[src/ccs_pkg.sv]
// Purpose: shared constants for the cycle command sequencer and its memory end
// Assumes: one 100 MHz clock, one cycle command issued per instruction cycle
// Notes:   command codes are the five-line levels, high as 1
//
// Overview of operation
// - command lines set early, held whole cycle
// - exactly one command per instruction cycle
// - command code is five line levels, hex
// - last cycle fetches next opcode into register
// - internal instruction: single cycle issuing code 0
// - multi-cycle instruction ends with code 0 cycle
// - following cycles are one of five kinds
// - accumulator write to memory uses long cycle
// - scratchpad output uses long cycle
// - reads go to four destinations
// - devices classify transfer from command code only
// - codes C, E, 11: memory to memory
// - port latch written only from accumulator
// - latched 1 pulls pin low
// - pin is wired-AND; read returns pin
// - software clears latch before reading port; the test program's first A0 read runs with the latch at 1B
// - mask clears on enable, sets on disable/ack
// - interrupt request is wired-AND, pulled up
// - short cycle four clocks, long six
// - cycle ends at trailing strobe edge
// - acknowledge issues 1C, 0F, 13, 00
package ccs_pkg;
    localparam int CMD_W        = 5;
    localparam int DATA_W       = 8;
    localparam int SHORT_CLKS   = 4;
    localparam int LONG_CLKS    = 6;
    localparam logic [4:0] CMD_FETCH   = 5'h00;
    localparam logic [4:0] CMD_RD_DC   = 5'h02;
    localparam logic [4:0] CMD_WR_DC   = 5'h05;
    localparam logic [4:0] CMD_PC1_K   = 5'h07;
    localparam logic [4:0] CMD_VEC_LO  = 5'h0F;
    localparam logic [4:0] CMD_M2M_C   = 5'h0C;
    localparam logic [4:0] CMD_M2M_E   = 5'h0E;
    localparam logic [4:0] CMD_M2M_11  = 5'h11;
    localparam logic [4:0] CMD_VEC_HI  = 5'h13;
    localparam logic [4:0] CMD_ACK     = 5'h1C;
    localparam logic [7:0] OP_ENABLE_INT  = 8'h1B;
    localparam logic [7:0] OP_DISABLE_INT = 8'h1A;
    localparam logic [7:0] OP_LOAD_MEM    = 8'h16;
    localparam logic [7:0] OP_ADD_MEM     = 8'h88;
    localparam logic [7:0] OP_STORE_MEM   = 8'h17;
    localparam logic [7:0] OP_STORE_SCR   = 8'h18;
    localparam logic [7:0] OP_LOAD_K      = 8'h08;
    localparam logic [7:0] OP_M2M         = 8'h2A;
    localparam logic [7:0] OP_OUT_PORT    = 8'hB0;
    localparam logic [7:0] OP_IN_PORT     = 8'hA0;
    localparam logic [7:0] OP_PORT_MASK   = 8'hF0;
    localparam logic [7:0] RESET_OPCODE   = 8'h2B;
    typedef enum logic [2:0] {
        DST_NONE  = 3'b000,
        DST_IR    = 3'b001,
        DST_ACC_A = 3'b010,
        DST_SCR   = 3'b011,
        DST_ACC   = 3'b100
    } ccs_dest_t;
endpackage : ccs_pkg

[src/ccs_bus_if.sv]
`timescale 1ns/1ns
// Purpose: multiplexed system bus between sequencer and memory side
// Assumes: testbench resolves data bus from the two enables
// Notes:   interrupt request low when any open-drain drive is on
interface ccs_bus_if;
    // timing and command
    logic       cycle_strobe;
    logic [4:0] cycle_command_lines;
    // data bus
    logic [7:0] cpu_db_o;
    logic       cpu_db_oe;
    logic [7:0] mem_db_o;
    logic       mem_db_oe;
    logic [7:0] db_i;
    // interrupt
    logic       int_req_oe;
    logic       int_req_n_i;
    modport cpu (output cycle_strobe, output cycle_command_lines, output cpu_db_o,
                 output cpu_db_oe, input db_i, input int_req_n_i);
    modport mem (input cycle_strobe, input cycle_command_lines, output mem_db_o,
                 output mem_db_oe, input db_i, output int_req_oe);
endinterface : ccs_bus_if

[src/ccs_cpu.sv]
`timescale 1ns/1ns
// Purpose: CPU end; issues one command per cycle, runs port bits and mask
// Assumes: memory end keeps its own rules; pins arrive asynchronous
// Notes:   tiny opcode subset exercises every cycle kind except 0E and 11
module ccs_cpu (
    // clock and reset
    input  wire logic SYS_CLK,
    input  wire logic RST_N,
    // bus
    ccs_bus_if.cpu    BUS,
    // port pins, open drain
    input  wire logic [7:0] PORT_PIN_I,
    output logic      [7:0] PORT_PIN_O,
    output logic      [7:0] PORT_PIN_OE,
    // interrupt mask
    output logic            INTERRUPT_MASK_OUT,
    // observation
    output logic      [7:0] ACC_OUT
);
    // ----------------------------------------------------------------
    // state
    // ----------------------------------------------------------------
    typedef enum logic [2:0] {
        ST_FETCH = 3'b000,
        ST_EXEC1 = 3'b001,
        ST_EXEC2 = 3'b010,
        ST_ACK1  = 3'b011,
        ST_ACK2  = 3'b100,
        ST_ACK3  = 3'b101
    } ccs_state_t;
    ccs_state_t  state_r, state_nxt;
    logic [2:0]  clk_cnt_r;
    logic        long_r;
    logic [4:0]  cmd_r;
    logic [7:0]  ir_r, acc_r, scr_r, latch_r;
    logic        mask_r, strobe_r;
    logic [7:0]  db_out_r;
    logic [7:0]  pin_s1_r, pin_s2_r;
    logic        irq_s1_r, irq_s2_r;
    // ----------------------------------------------------------------
    // decode
    // ----------------------------------------------------------------
    function automatic logic is_port(input logic [7:0] op, input logic [7:0] kind);
        return (op & ccs_pkg::OP_PORT_MASK) == kind;
    endfunction : is_port
    function automatic logic is_store(input logic [7:0] op);
        return op == ccs_pkg::OP_STORE_MEM || op == ccs_pkg::OP_STORE_SCR;
    endfunction : is_store
    function automatic logic is_multi(input logic [7:0] op);
        return op == ccs_pkg::OP_LOAD_MEM || op == ccs_pkg::OP_ADD_MEM || is_store(op)
            || op == ccs_pkg::OP_LOAD_K || op == ccs_pkg::OP_M2M;
    endfunction : is_multi
    // ----------------------------------------------------------------
    // decode of current and newly fetched opcode
    // ----------------------------------------------------------------
    wire logic [2:0] last_cnt = long_r ? 3'(ccs_pkg::LONG_CLKS - 1)
                                       : 3'(ccs_pkg::SHORT_CLKS - 1);
    wire logic       end_cyc  = clk_cnt_r == last_cnt;
    wire logic [2:0] cnt_inc  = clk_cnt_r + 3'h1;
    wire logic       is_out   = is_port(ir_r, ccs_pkg::OP_OUT_PORT);
    wire logic       is_in    = is_port(ir_r, ccs_pkg::OP_IN_PORT);
    wire logic [7:0] op_new   = BUS.db_i;
    wire logic       take_irq = !mask_r && !irq_s2_r;
    wire logic       cpu_tx   = state_r == ST_EXEC1 && is_store(ir_r);
    ccs_pkg::ccs_dest_t dest;
    logic [4:0]      cmd_nxt;
    logic            long_nxt;
    always_comb begin
        state_nxt = state_r;
        cmd_nxt   = ccs_pkg::CMD_FETCH;
        long_nxt  = 1'b0;
        dest      = ccs_pkg::DST_NONE;
        case (state_r)
            ST_FETCH: begin
                dest = ccs_pkg::DST_IR;
                if (take_irq) begin
                    state_nxt = ST_ACK1;
                    cmd_nxt   = ccs_pkg::CMD_ACK;
                end else if (is_multi(op_new)) begin
                    state_nxt = ST_EXEC1;
                    if (is_store(op_new)) begin
                        cmd_nxt  = ccs_pkg::CMD_WR_DC;
                        long_nxt = 1'b1;
                    end else if (op_new == ccs_pkg::OP_LOAD_K) begin
                        cmd_nxt  = ccs_pkg::CMD_PC1_K;
                        long_nxt = 1'b1;
                    end else if (op_new == ccs_pkg::OP_M2M) begin
                        cmd_nxt = ccs_pkg::CMD_M2M_C;
                    end else begin
                        cmd_nxt = ccs_pkg::CMD_RD_DC;
                    end
                end else begin
                    cmd_nxt = ccs_pkg::CMD_FETCH;
                end
            end
            ST_EXEC1: begin
                if (ir_r == ccs_pkg::OP_LOAD_MEM)
                    dest = ccs_pkg::DST_ACC;
                else if (ir_r == ccs_pkg::OP_ADD_MEM)
                    dest = ccs_pkg::DST_ACC_A;
                else if (ir_r == ccs_pkg::OP_LOAD_K)
                    dest = ccs_pkg::DST_SCR;
                state_nxt = ST_FETCH;
                cmd_nxt   = ccs_pkg::CMD_FETCH;
            end
            ST_ACK1: begin
                state_nxt = ST_ACK2;
                cmd_nxt   = ccs_pkg::CMD_VEC_LO;
            end
            ST_ACK2: begin
                state_nxt = ST_ACK3;
                cmd_nxt   = ccs_pkg::CMD_VEC_HI;
            end
            ST_ACK3: begin
                state_nxt = ST_FETCH;
                cmd_nxt   = ccs_pkg::CMD_FETCH;
            end
            default: state_nxt = ST_FETCH;
        endcase
    end
    // ----------------------------------------------------------------
    // cycle timing and command
    // ----------------------------------------------------------------
    always_ff @(posedge SYS_CLK or negedge RST_N) begin
        if (!RST_N) begin
            clk_cnt_r <= 3'h0;
            strobe_r  <= 1'b0;
            state_r   <= ST_FETCH;
            cmd_r     <= ccs_pkg::CMD_FETCH;
            long_r    <= 1'b0;
        end else begin
            clk_cnt_r <= end_cyc ? 3'h0 : cnt_inc;
            strobe_r  <= !end_cyc && cnt_inc == last_cnt;
            if (end_cyc) begin
                state_r <= state_nxt;
                cmd_r   <= cmd_nxt;
                long_r  <= long_nxt;
            end
        end
    end
    // ----------------------------------------------------------------
    // data path: capture at cycle end
    // ----------------------------------------------------------------
    always_ff @(posedge SYS_CLK or negedge RST_N) begin
        if (!RST_N) begin
            ir_r    <= ccs_pkg::RESET_OPCODE;
            acc_r   <= 8'h00;
            scr_r   <= 8'h00;
            latch_r <= 8'h00;
            mask_r  <= 1'b1;
        end else if (end_cyc) begin
            case (dest)
                ccs_pkg::DST_IR:    ir_r  <= BUS.db_i;
                ccs_pkg::DST_ACC:   acc_r <= BUS.db_i;
                ccs_pkg::DST_ACC_A: acc_r <= acc_r + BUS.db_i;
                ccs_pkg::DST_SCR:   scr_r <= BUS.db_i;
                default:            acc_r <= acc_r;
            endcase
            if (state_r == ST_FETCH) begin
                if (is_out)
                    latch_r <= acc_r;
                if (is_in)
                    acc_r <= pin_s2_r;
                if (ir_r == ccs_pkg::OP_ENABLE_INT)
                    mask_r <= 1'b0;
                if (ir_r == ccs_pkg::OP_DISABLE_INT)
                    mask_r <= 1'b1;
            end
            if (state_r == ST_FETCH && take_irq) begin
                mask_r <= 1'b1;
                ir_r   <= ccs_pkg::RESET_OPCODE;
            end
        end
    end
    // ----------------------------------------------------------------
    // pin synchronisers
    // ----------------------------------------------------------------
    always_ff @(posedge SYS_CLK or negedge RST_N) begin
        if (!RST_N) begin
            pin_s1_r <= 8'hFF;
            pin_s2_r <= 8'hFF;
            irq_s1_r <= 1'b1;
            irq_s2_r <= 1'b1;
        end else begin
            pin_s1_r <= PORT_PIN_I;
            pin_s2_r <= pin_s1_r;
            irq_s1_r <= BUS.int_req_n_i;
            irq_s2_r <= irq_s1_r;
        end
    end
    // ----------------------------------------------------------------
    // bus data: accumulator or scratchpad, registered
    // ----------------------------------------------------------------
    wire logic [7:0] db_out_nxt = ir_r == ccs_pkg::OP_STORE_SCR ? scr_r : acc_r;
    always_ff @(posedge SYS_CLK or negedge RST_N) begin
        if (!RST_N)
            db_out_r <= 8'h00;
        else
            db_out_r <= db_out_nxt;
    end
    // ----------------------------------------------------------------
    // outputs
    // ----------------------------------------------------------------
    assign BUS.cycle_strobe        = strobe_r;
    assign BUS.cycle_command_lines = cmd_r;
    assign BUS.cpu_db_o            = db_out_r;
    assign BUS.cpu_db_oe           = cpu_tx;
    assign PORT_PIN_O              = 8'h00;
    assign PORT_PIN_OE             = latch_r;
    assign INTERRUPT_MASK_OUT      = mask_r;
    assign ACC_OUT                 = acc_r;
endmodule : ccs_cpu

[src/flat_wrapper.sv]
// flat-port wrapper written by rule: the top's interface ports become plain ports
module ccs_cpu_flat 
  (SYS_CLK, RST_N, PORT_PIN_I, PORT_PIN_O, PORT_PIN_OE, INTERRUPT_MASK_OUT, ACC_OUT, BUS_cycle_strobe, BUS_cycle_command_lines, BUS_cpu_db_o, BUS_cpu_db_oe, BUS_db_i, BUS_int_req_n_i);
  ccs_bus_if BUS_i ();
  input  wire logic SYS_CLK;
  input  wire logic RST_N;
  input  wire logic [7:0] PORT_PIN_I;
  output logic      [7:0] PORT_PIN_O;
  output logic      [7:0] PORT_PIN_OE;
  output logic INTERRUPT_MASK_OUT;
  output logic      [7:0] ACC_OUT;
  output wire logic [$bits(BUS_i.cycle_strobe)-1:0] BUS_cycle_strobe;
  output wire logic [$bits(BUS_i.cycle_command_lines)-1:0] BUS_cycle_command_lines;
  output wire logic [$bits(BUS_i.cpu_db_o)-1:0] BUS_cpu_db_o;
  output wire logic [$bits(BUS_i.cpu_db_oe)-1:0] BUS_cpu_db_oe;
  input wire logic [$bits(BUS_i.db_i)-1:0] BUS_db_i;
  input wire logic [$bits(BUS_i.int_req_n_i)-1:0] BUS_int_req_n_i;
  assign BUS_cycle_strobe = BUS_i.cycle_strobe;
  assign BUS_cycle_command_lines = BUS_i.cycle_command_lines;
  assign BUS_cpu_db_o = BUS_i.cpu_db_o;
  assign BUS_cpu_db_oe = BUS_i.cpu_db_oe;
  assign BUS_i.db_i = BUS_db_i;
  assign BUS_i.int_req_n_i = BUS_int_req_n_i;
  ccs_cpu u_core (.SYS_CLK(SYS_CLK), .RST_N(RST_N), .BUS(BUS_i), .PORT_PIN_I(PORT_PIN_I), .PORT_PIN_O(PORT_PIN_O), .PORT_PIN_OE(PORT_PIN_OE), .INTERRUPT_MASK_OUT(INTERRUPT_MASK_OUT), .ACC_OUT(ACC_OUT));
endmodule
[config.mk]
export PLATFORM = sky130hd
export DESIGN_NAME = ccs_cpu_flat
export DESIGN_NICKNAME = d
export VERILOG_FILES = /design/src/ccs_pkg.sv /design/src/ccs_bus_if.sv /design/src/ccs_cpu.sv /design/src/flat_wrapper.sv
export SDC_FILE = /design/constraint.sdc
export NUM_CORES = 1
export LEC_CHECK = 0
export BUFFER_PORTS_ARGS = -buffer_cell sky130_fd_sc_hd__buf_2
export CORE_ASPECT_RATIO = 2
export CORE_MARGIN = 3
export CORE_UTILIZATION = 55
export DETAILED_ROUTE_END_ITERATION = 8
export PLACE_DENSITY_LB_ADDON = 0.12
export SLEW_MARGIN = 20
export SYNTH_ARGS = -nofsm -noshare
export SYNTH_HDL_FRONTEND = slang
export SYNTH_SLANG_ARGS = --single-unit
[constraint.sdc]
create_clock -name SYS_CLK -period 2.4 [get_ports SYS_CLK]
set_input_delay 0.48 -clock SYS_CLK [delete_from_list [all_inputs] [get_ports SYS_CLK]]
set_output_delay 0.48 -clock SYS_CLK [all_outputs]
set_load 0.05 [all_outputs]
======== Yosys cells after proc, flatten, opt, wreduce, memory -nomap -nowiden ========
Cells that the tools add are included.
storage, ports and cells
  register bits after elaboration ......... 72
  latch bits .............................. 0
  memory bits (writable) .................. 0
  memory bits (read-only) ................. 0
  bits of input ports ..................... 19
  output and inout port bits .............. 40
  memories ................................ 0
cells by class
  add/subtract/negate cells ............... 2
  multiply operators ...................... 0
  div/mod/pow operators ................... 0
  order comparisons ....................... 0
  equal/unequal tests ..................... 25
  shift operators ......................... 0
  multiplexer cells ....................... 30
  bitwise operators ....................... 0
  reduce and logical (&&, ||, !) cells .... 22
operator list
  operator                                                         number
  8-bit by 5-bit == test with 1-bit output, second input constant  8
  8-bit two-way mux                                                5
  5-bit two-way mux                                                4
  3-bit two-way mux                                                6
  8-bit by 4-bit == test with 1-bit output, second input constant  2
  8-bit == test, second input constant                             2
  8-bit case mux with 2 select lines                               1
  5-bit case mux with 3 select lines                               1
  3-bit by 2-bit == test with 1-bit output, second input constant  3
  1-bit two-way mux                                                9
  3-bit case mux with 3 select lines                               1
  8-bit adder                                                      1
  4-bit == test, second input constant                             2
  8-bit by 6-bit == test with 1-bit output, second input constant  1
  3-bit by 1-bit == test with 1-bit output, second input constant  2
  3-bit == test                                                    2
  3-bit == test, second input constant                             2
  1-bit logical OR                                                 6
  3-bit case mux with 2 select lines                               1
  2-bit AND reduction                                              3
  3-bit AND reduction                                              2
  1-bit logical AND                                                4
  4-bit two-way mux                                                1
  2-bit nonzero test                                               2
  6 further kinds                                                  8

======== Depth between registers and ports, before layout ========
Gate-level depths: netlist of the first run.
  depth after elaboration ................. 9
  mapped depth ............................ 8

======== Worst setup path after synthesis of the first run ========
No wires, ideal clock.
  path kind ............................... reg2reg
  start ................................... reg u_core.acc_r[0] (netlist: u_core.ACC_OUT[0])
  end ..................................... reg u_core.acc_r[6] (netlist: u_core.ACC_OUT[6])
  arrival ................................. 2215 ps
  path slack .............................. 52 ps
  cell stages (with the launch flop) ...... 9
  clock period less this slack ............ 2348 ps
  cells stage by stage .................... dfrtp_1 -> ha_1 -> fa_1 -> a211oi_1 -> o21bai_1 -> a21oi_1 -> xnor2_1 -> a221oi_1 -> o31ai_1
between the ends
  cells in the longest elaborated chain, start to end .. 4
RTL lines
  element                               line            RTL
  start: declaration                    ccs_cpu.sv:35   logic [7:0] ir_r, acc_r, scr_r, latch_r;
  start signal: assignment              ccs_cpu.sv:154  ccs_pkg::DST_ACC: acc_r <= BUS.db_i;
  start signal: assignment              ccs_cpu.sv:155  ccs_pkg::DST_ACC_A: acc_r <= acc_r + BUS.db_i;
  start signal: assignment              ccs_cpu.sv:157  default: acc_r <= acc_r;
  8-bit adder *                         ccs_cpu.sv:155
  8-bit case mux with 2 select lines *  ccs_cpu.sv:152  case (dest)
  8-bit two-way mux                     ccs_cpu.sv:162  if (is_in)
  8-bit two-way mux *                   ccs_cpu.sv:159  if (state_r == ST_FETCH) begin
Every way passes the cells marked *; elsewhere a longest branch is shown, timed or not.
A chain may end at the register's enable or synchronous reset.

======== Final worst setup path of the first run ========
  start ................................... reg u_core.ir_r[3]
  end ..................................... out BUS_cpu_db_oe
between the ends
  cells in the longest elaborated chain, start to end .. 3
  elaborated cells on any way between the ends .. 4
  those cells by class .................... eq/ne: 2; reduce/logical: 2
RTL lines
  element                                   line                RTL
  start: declaration                        ccs_cpu.sv:35
  start signal: assignment                  ccs_cpu.sv:146      ir_r <= ccs_pkg::RESET_OPCODE;
  start signal: assignment                  ccs_cpu.sv:153      ccs_pkg::DST_IR: ir_r <= BUS.db_i;
  start signal: assignment                  ccs_cpu.sv:171      ir_r <= ccs_pkg::RESET_OPCODE;
  8-bit by 5-bit == test with 1-bit output  ccs_cpu.sv:47       return op == ccs_pkg::OP_STORE_MEM || op == ccs_pkg::OP_STORE_SCR;
  1-bit logical OR *                        ccs_cpu.sv:47
  1-bit logical AND *                       ccs_cpu.sv:64       wire logic cpu_tx = state_r == ST_EXEC1 && is_store(ir_r);
  end: declaration                          flat_wrapper.sv:15  output wire logic [$bits(BUS_i.cpu_db_oe)-1:0] BUS_cpu_db_oe;
Marked as above.

==> results.py, run 1 <==
metrics = {
    "floorplan": {
        "std_cell_rows": 40,
        "core_um2": 6010,
        "pin_count": 59,
        "fp.dieH_um": 117,
        "initial_core_util": 0.567,
        "design.die.area_um2": 7230,
        "die_w_um": 61.7,
    },
    "global_route": {
        "grt_usage": 0.232,
        "grt_overflow": 0,
        "antenna_found_initial": 0,
        "grt_start_max_net_pins": 28,
        "grt_pass1_wl_um": 12200,
        "grt_pass1_vias": 2447,
    },
    "synth": {
        "ys.warnings.count": 0,
        "syn_area_um2": 3410,
        "synthArstFlopShare": 1.00,
        "yosysUniqueCellTypes": 62,
        "syn_avg_cell_area_um2": 11.3,
        "seq_area_frac_synth": 0.537,
        "synthCells": 302,
        "synth-main-ff-cell": "dfrtp_1",
        "synth_edf_count": 0,
        "ys_ff_latch": 72,
    },
    "sta": {
        "fmax_mhz": 441,
        "hold_viol_final": 0,
        "finalSetupViolCount": 0,
        "min_period_ns": 2.27,
        "rsz0062_at_grt": "false",
        "slew_headroom": 0.505,
        "fin_worst_skew_ns": 0.00840,
        "min_period_over_period": 0.946,
        "finalMaxSlewViolations": 0,
        "worst_slew_pin_slew_ns": 0.740,
    },
    "placed_design": {
        "placedCellCount": 418,
        "place_area_um2": 3760,
        "port_buffers": 50,
        "gp_congestion": 0.902,
        "dp_hpwl_um": 5680,
    },
    "detailed_routing": {
        "drc": 0,
        "routed-via-count": 2559,
        "drt_wl_total_um": 7590,
        "ant_nets": 0,
        "drt_iter0_drc": 164,
        "wl_per_cell_um": 17.5,
        "dr.pass1.iters": 4,
        "avgViaCountPerCell": 5.91,
    },
    "power": {
        "p_switching_mw": 2.21,
        "p_int_mw": 3.06,
        "p_per_area_nw_per_um2": 1300,
        "sw_frac_of_total": 0.419,
        "p_comb_frac": 0.407,
        "vdd_ir_drop_max_mv": 0.775,
        "seqPwrFrac": 0.353,
        "p_leak_nw": 1.90,
        "power.clock.fraction": 0.240,
    },
    "cts": {
        "post_cts_buffers": 0,
        "h-tree-depth": 3,
        "insertion_delay_ns": 0.34,
        "cts.sinks": 72,
        "cts_buffers": 9,
        "cts.path.max_buffers": 2,
        "cts-root-buf": "clkbuf_16",
        "clkTransAtPathRegs_ns": 0.05,
        "cts_tree": "yes",
    },
    "final_layout": {
        "final_nets": 394,
        "multiInputGateArea_um2": 1490,
        "final_layout_size_suffix_gt1_frac": 0.370,
        "regArea_um2": 1830,
        "fill_cells": 470,
        "final_cell_mix": "buf_2 (50), dfrtp_1 (49), nand2_1 (41), nor2_1 (24)",
        "mostFrequentLayoutCell": "buf_2",
        "final_area_um2": 4040,
        "instances_no_fill": 433,
        "antenna_cells": 0,
        "fin_util": 0.673,
        "syn2layout_area_growth_pct": 18.7,
    },
    "critical_path": {
        "cp-endpoint": "BUS_cpu_db_oe",
        "cp-start-kind": "register",
        "r2r_slack_ns": 0.22,
        "r2r_cells": 8,
        "timing.rr.start": "u_core.ACC_OUT[0]$_DFFE_PN0P_",
        "required_ns": 1.92,
        "critPathKind": "register to output pin",
        "crit_arrival_ns": 1.79,
        "r2r-end": "u_core.ACC_OUT[6]$_DFFE_PN0P_",
        "critPathLaunch": "u_core.ir_r[3]$_DFFE_PN1P_",
        "cp_max_fo": 4,
        "cp-end-kind": "output pin",
    },
    "run": {
        "drv_cap": 0,
    },
    "worst_hold_path": {
        "worstHoldPathType": "input port to async pin",
    },
    "outcome": {
        "status": "complete, no violations",
    },
}
[power by group through the flow]
stage                     clock network (mW)  registers, mW  logic (mW)
after floorplan                            0           2.53       0.965
after global placement                     0           1.86        2.11
after detailed placement                   0           1.88        2.13
after CTS                               1.30           1.86        2.14
after global routing                    1.36           1.91        2.32
final                                   1.27           1.86        2.14
[state kept, by name, summed over array words and instances, names as in the netlist, 5 cells and up]
signal                          count
u_core.pin_s1_r                     8
u_core.pin_s2_r                     8
u_core.ACC_OUT                      8
u_core.BUS.cpu_db_o                 8
u_core.BUS.cycle_command_lines      5
u_core.scr_r                        8
u_core.ir_r                         8
u_core.PORT_PIN_OE                  8
[cell type report]
| class | instances | area share |
|---|---|---|
| sequential | 72 | 0.453 |
| inverter | 2 | 0.00186 |
| clock buffer | 11 | 0.0576 |
| tap | 63 | 0.0195 |
| clock inverter | 4 | 0.0118 |
| multi-input combinational | 217 | 0.369 |
| timing repair buffer | 64 | 0.0879 |
[metrics by stage]
stage                     hold WS [ns]  setup slack, ns  power [mW]  TNS (ns)
final                            0.101            0.130        5.27         0
after floorplan                  0.184           0.0525        3.50         0
after global routing             0.130           0.0103        5.59         0
after detailed placement         0.347         -0.00918        4.01  -0.00918
after CTS                        0.116            0.107        5.30         0
after global placement           0.346           0.0172        3.96         0
[logic make-up (layout without fill, tap and decap cells)]
logic type      after synthesis  count (layout)  share of synthesized area
other cells                   1               8                    0.00110
buf+inv                      20              81                     0.0345
fa+ha+maj                     9               9                     0.0353
xor+xnor                      5               5                     0.0129
compound gates               63              63                      0.120
mux                          24              24                     0.0881
flops                        72              72                      0.537
simple gates                108             108                      0.170
[cell usage after synthesis (2+ instances only)]
master | instances | share of area
mux2_4 | 8 | 0.035
nor4b_2 | 2 | 0.0088
o21ai_0 | 23 | 0.034
o31ai_1 | 3 | 0.0066
nand2_1 | 41 | 0.045
nor3_1 | 4 | 0.0059
a222oi_1 | 3 | 0.0088
nand2b_1 | 3 | 0.0055
nand3b_1 | 4 | 0.0088
nand4_1 | 2 | 0.0037
a21o_1 | 3 | 0.0066
and2_1 | 3 | 0.0055
nor4_1 | 3 | 0.0055
ha_1 | 8 | 0.029
mux2_2 | 16 | 0.053
dfstp_2 | 23 | 0.18
xor2_1 | 2 | 0.0051
buf_4 | 8 | 0.018
a22o_1 | 2 | 0.0051
clkbuf_1 | 5 | 0.0055
nand3_1 | 4 | 0.0059
xnor2_1 | 3 | 0.0077
a21oi_1 | 10 | 0.015
buf_2 | 4 | 0.0059
inv_1 | 2 | 0.0022
dfrtp_1 | 49 | 0.36
nor2_1 | 24 | 0.026
a221oi_1 | 2 | 0.0051
or3_1 | 4 | 0.0073
a211oi_1 | 2 | 0.0044
[what timing repair did]
action                                  4_1_cts  5_1_grt
endpoints found under the setup margin        0        1
hold buffers                                  0        0
gates resized for setup                       0        1
[per-layer routing]
| metal | track usage | part of all wire | up-vias |
|---|---|---|---|
| li1 | - | - | 1197 |
| met1 | 0.273 | 0.38 | 1266 |
| met2 | 0.371 | 0.54 | 80 |
| met3 | 0.0738 | 0.048 | 16 |
| met4 | 0.105 | 0.030 | 0 |
| met5 | 0 | 0 | - |
[worst max-delay path: stages (launching register included)]
cell and delay, ns:
dfstp_2 0.54, nor4b_2 0.29, buf_4 0.19, a21oi_1 0.04
nor2_1 0.11, buf_2 0.28
[how the worst min path moves through the flow]
stage,slack [ns],from,cells past startpoint,end
2_1_floorplan,0.18,RST_N,0,u_core.ACC_OUT[0]$_DFFE_PN0P_
3_3_place_gp,0.35,u_core.pin_s1_r[4]$_DFF_PN1_,0,u_core.pin_s2_r[4]$_DFF_PN1_
3_5_place_dp,0.35,u_core.pin_s1_r[4]$_DFF_PN1_,0,u_core.pin_s2_r[4]$_DFF_PN1_
4_1_cts,0.12,RST_N,1,u_core.scr_r[0]$_DFFE_PN0P_
5_1_grt,0.13,RST_N,1,u_core.scr_r[0]$_DFFE_PN0P_
6_report,0.10,RST_N,1,u_core.state_r[2]$_DFFE_PN0P_
(Power assumes the default switching activity.)
==> inputs of run 2 (changes only) <==
Settings changed: REMOVE_ABC_BUFFERS set to 1.
==> run 2 against run 1 <==
Effect of this change: die area stayed put; clock power is 20% higher; sequential power hardly changed; final cell count is 0.46% lower; flip-flop and latch count stayed put; clock-buffer cell count is 2 lower; critical endpoint unchanged; highest routed layer unchanged.
==> results.py, run 2 (synthesis gave the netlist of run 1 again) <==
metrics = {
    "outcome": {
        "status": "complete, no violations",
    },
    "global_route": {
        "grt_usage": 0.241,
        "antenna_found_initial": 0,
        "grt_pass1_wl_um": 12600,
        "grt_overflow": 0,
        "grt_start_max_net_pins": 73,
        "grt_pass1_vias": 2611,
    },
    "cts": {
        "cts.path.max_buffers": 2,
        "insertion_delay_ns": 0.34,
        "cts.sinks": 72,
        "cts_buffers": 9,
        "clkTransAtPathRegs_ns": 0.06,
        "cts_tree": "yes",
        "cts_resized": 0,
        "hold_buffers": 0,
        "post_cts_buffers": 0,
        "cts-root-buf": "clkbuf_16",
        "h-tree-depth": 3,
    },
    "detailed_routing": {
        "routed-via-count": 2490,
        "drt_wl_total_um": 7860,
        "drt_iter0_drc": 164,
        "ant_nets": 0,
        "drc": 0,
        "wl_per_cell_um": 18.2,
        "avgViaCountPerCell": 5.78,
        "dr.pass1.iters": 6,
    },
    "worst_hold_path": {
        "worstHoldPathType": "input port to async pin",
    },
    "critical_path": {
        "cp-start-kind": "register",
        "required_ns": 1.92,
        "crit_arrival_ns": 1.76,
        "cp-end-kind": "output pin",
        "cp_max_fo": 4,
        "critPathKind": "register to output pin",
    },
    "placed_design": {
        "gp_congestion": 0.884,
        "port_buffers": 50,
        "dp_hpwl_um": 5610,
    },
    "power": {
        "totalPowerFinal_mw": 5.55,
        "vdd_ir_drop_max_mv": 0.756,
        "p_leak_nw": 1.92,
        "p_per_area_nw_per_um2": 1350,
    },
    "floorplan": {
        "design.die.area_um2": 7230,
        "std_cell_rows": 40,
        "core_um2": 6010,
        "fp.dieH_um": 117,
        "initial_core_util": 0.567,
        "pin_count": 59,
        "die_w_um": 61.7,
    },
    "sta": {
        "slew_headroom": 0.637,
        "rsz0062_at_grt": "false",
        "fin_worst_skew_ns": 0.00506,
        "finalMaxSlewViolations": 0,
        "min_period_ns": 2.24,
        "min_period_over_period": 0.934,
        "worst_hold_slack_ns": 0.167,
        "fmax_mhz": 446,
        "finalSetupViolCount": 0,
        "hold_viol_final": 0,
        "worst_slew_pin_slew_ns": 0.545,
    },
    "final_layout": {
        "fin_util": 0.684,
        "fill_cells": 453,
        "syn2layout_area_growth_pct": 20.5,
        "final_layout_size_suffix_gt1_frac": 0.372,
        "final_cell_mix": "buf_2 (50), dfrtp_1 (49), nand2_1 (41), nor2_1 (24)",
        "mostFrequentLayoutCell": "buf_2",
        "final_nets": 391,
        "antenna_cells": 0,
    },
    "run": {
        "drv_cap": 0,
    },
}
## run 2: cell count changes in the layout (fill, tap and decap cells not counted), sizes merged
cell    change
clkbuf      -2
buf         -3
bufinv      +2
clkinv      +1
## run 2: critical path, cell delays in order (launching register included)
cell and delay (ns):
dfstp_2 0.55, nor4b_2 0.39, a21oi_1 0.08, nor2_1 0.13, buf_2 0.28
## run 2: where the power goes
group	total, mW	switching [mW]	leakage, nW	internal (mW)
Combinational	2.16	1.46	0.915	0.699
Sequential	1.87	0.296	0.843	1.57
Clock	1.52	0.502	0.166	1.02
## run 2: layout make-up
type	instances	area [um2]	share of cell area
Multi-Input combinational cell	217	1500	0.365
Sequential cell	72	1830	0.446
Timing Repair Buffer	61	345	0.0841
Clock inverter	7	120	0.0293
Clock buffer	9	225	0.0548
Inverter	2	7.51	0.00183
Tap cell	63	78.8	0.0192
## run 2: final timing paths
check,slack [ns],cells past startpoint,to,start
setup / recovery,0.16,4,BUS_cpu_db_oe,u_core.ir_r[3]$_DFFE_PN1P_
setup reg to reg,0.19,8,u_core.ACC_OUT[6]$_DFFE_PN0P_,u_core.ACC_OUT[0]$_DFFE_PN0P_
min in group SYS_CLK,0.24,1,u_core.pin_s1_r[7]$_DFF_PN1_,PORT_PIN_I[7]
hold / removal,0.17,2,u_core.BUS.cpu_db_o[2]$_DFF_PN0_,RST_N
hold reg to reg,0.35,0,u_core.pin_s2_r[5]$_DFF_PN1_,u_core.pin_s1_r[5]$_DFF_PN1_
max in group asynchronous,1.90,2,u_core.INTERRUPT_MASK_OUT$_DFFE_PN1P_,RST_N
## run 2: through the flow
stage / setup WS (ns) / setup TNS, ns / instance area [um2] / std cells
final: 0.157 / 0 / 4110 / 431
after global routing: 0.0114 / 0 / 4110 / 431
after CTS: 0.113 / 0 / 4090 / 431
after detailed placement: -0.0662 / -0.0662 / 3750 / 415
after global placement: 0.0265 / 0 / 3750 / 415
after floorplan: 0.0370 / 0 / 3320 / 291
## run 2: metal layers
metal / GRT usage / wire (um)
met1: 0.248 / 2810
met2: 0.403 / 4370
met4: 0.163 / 395
met3: 0.0529 / 285
met5: 0 / 0
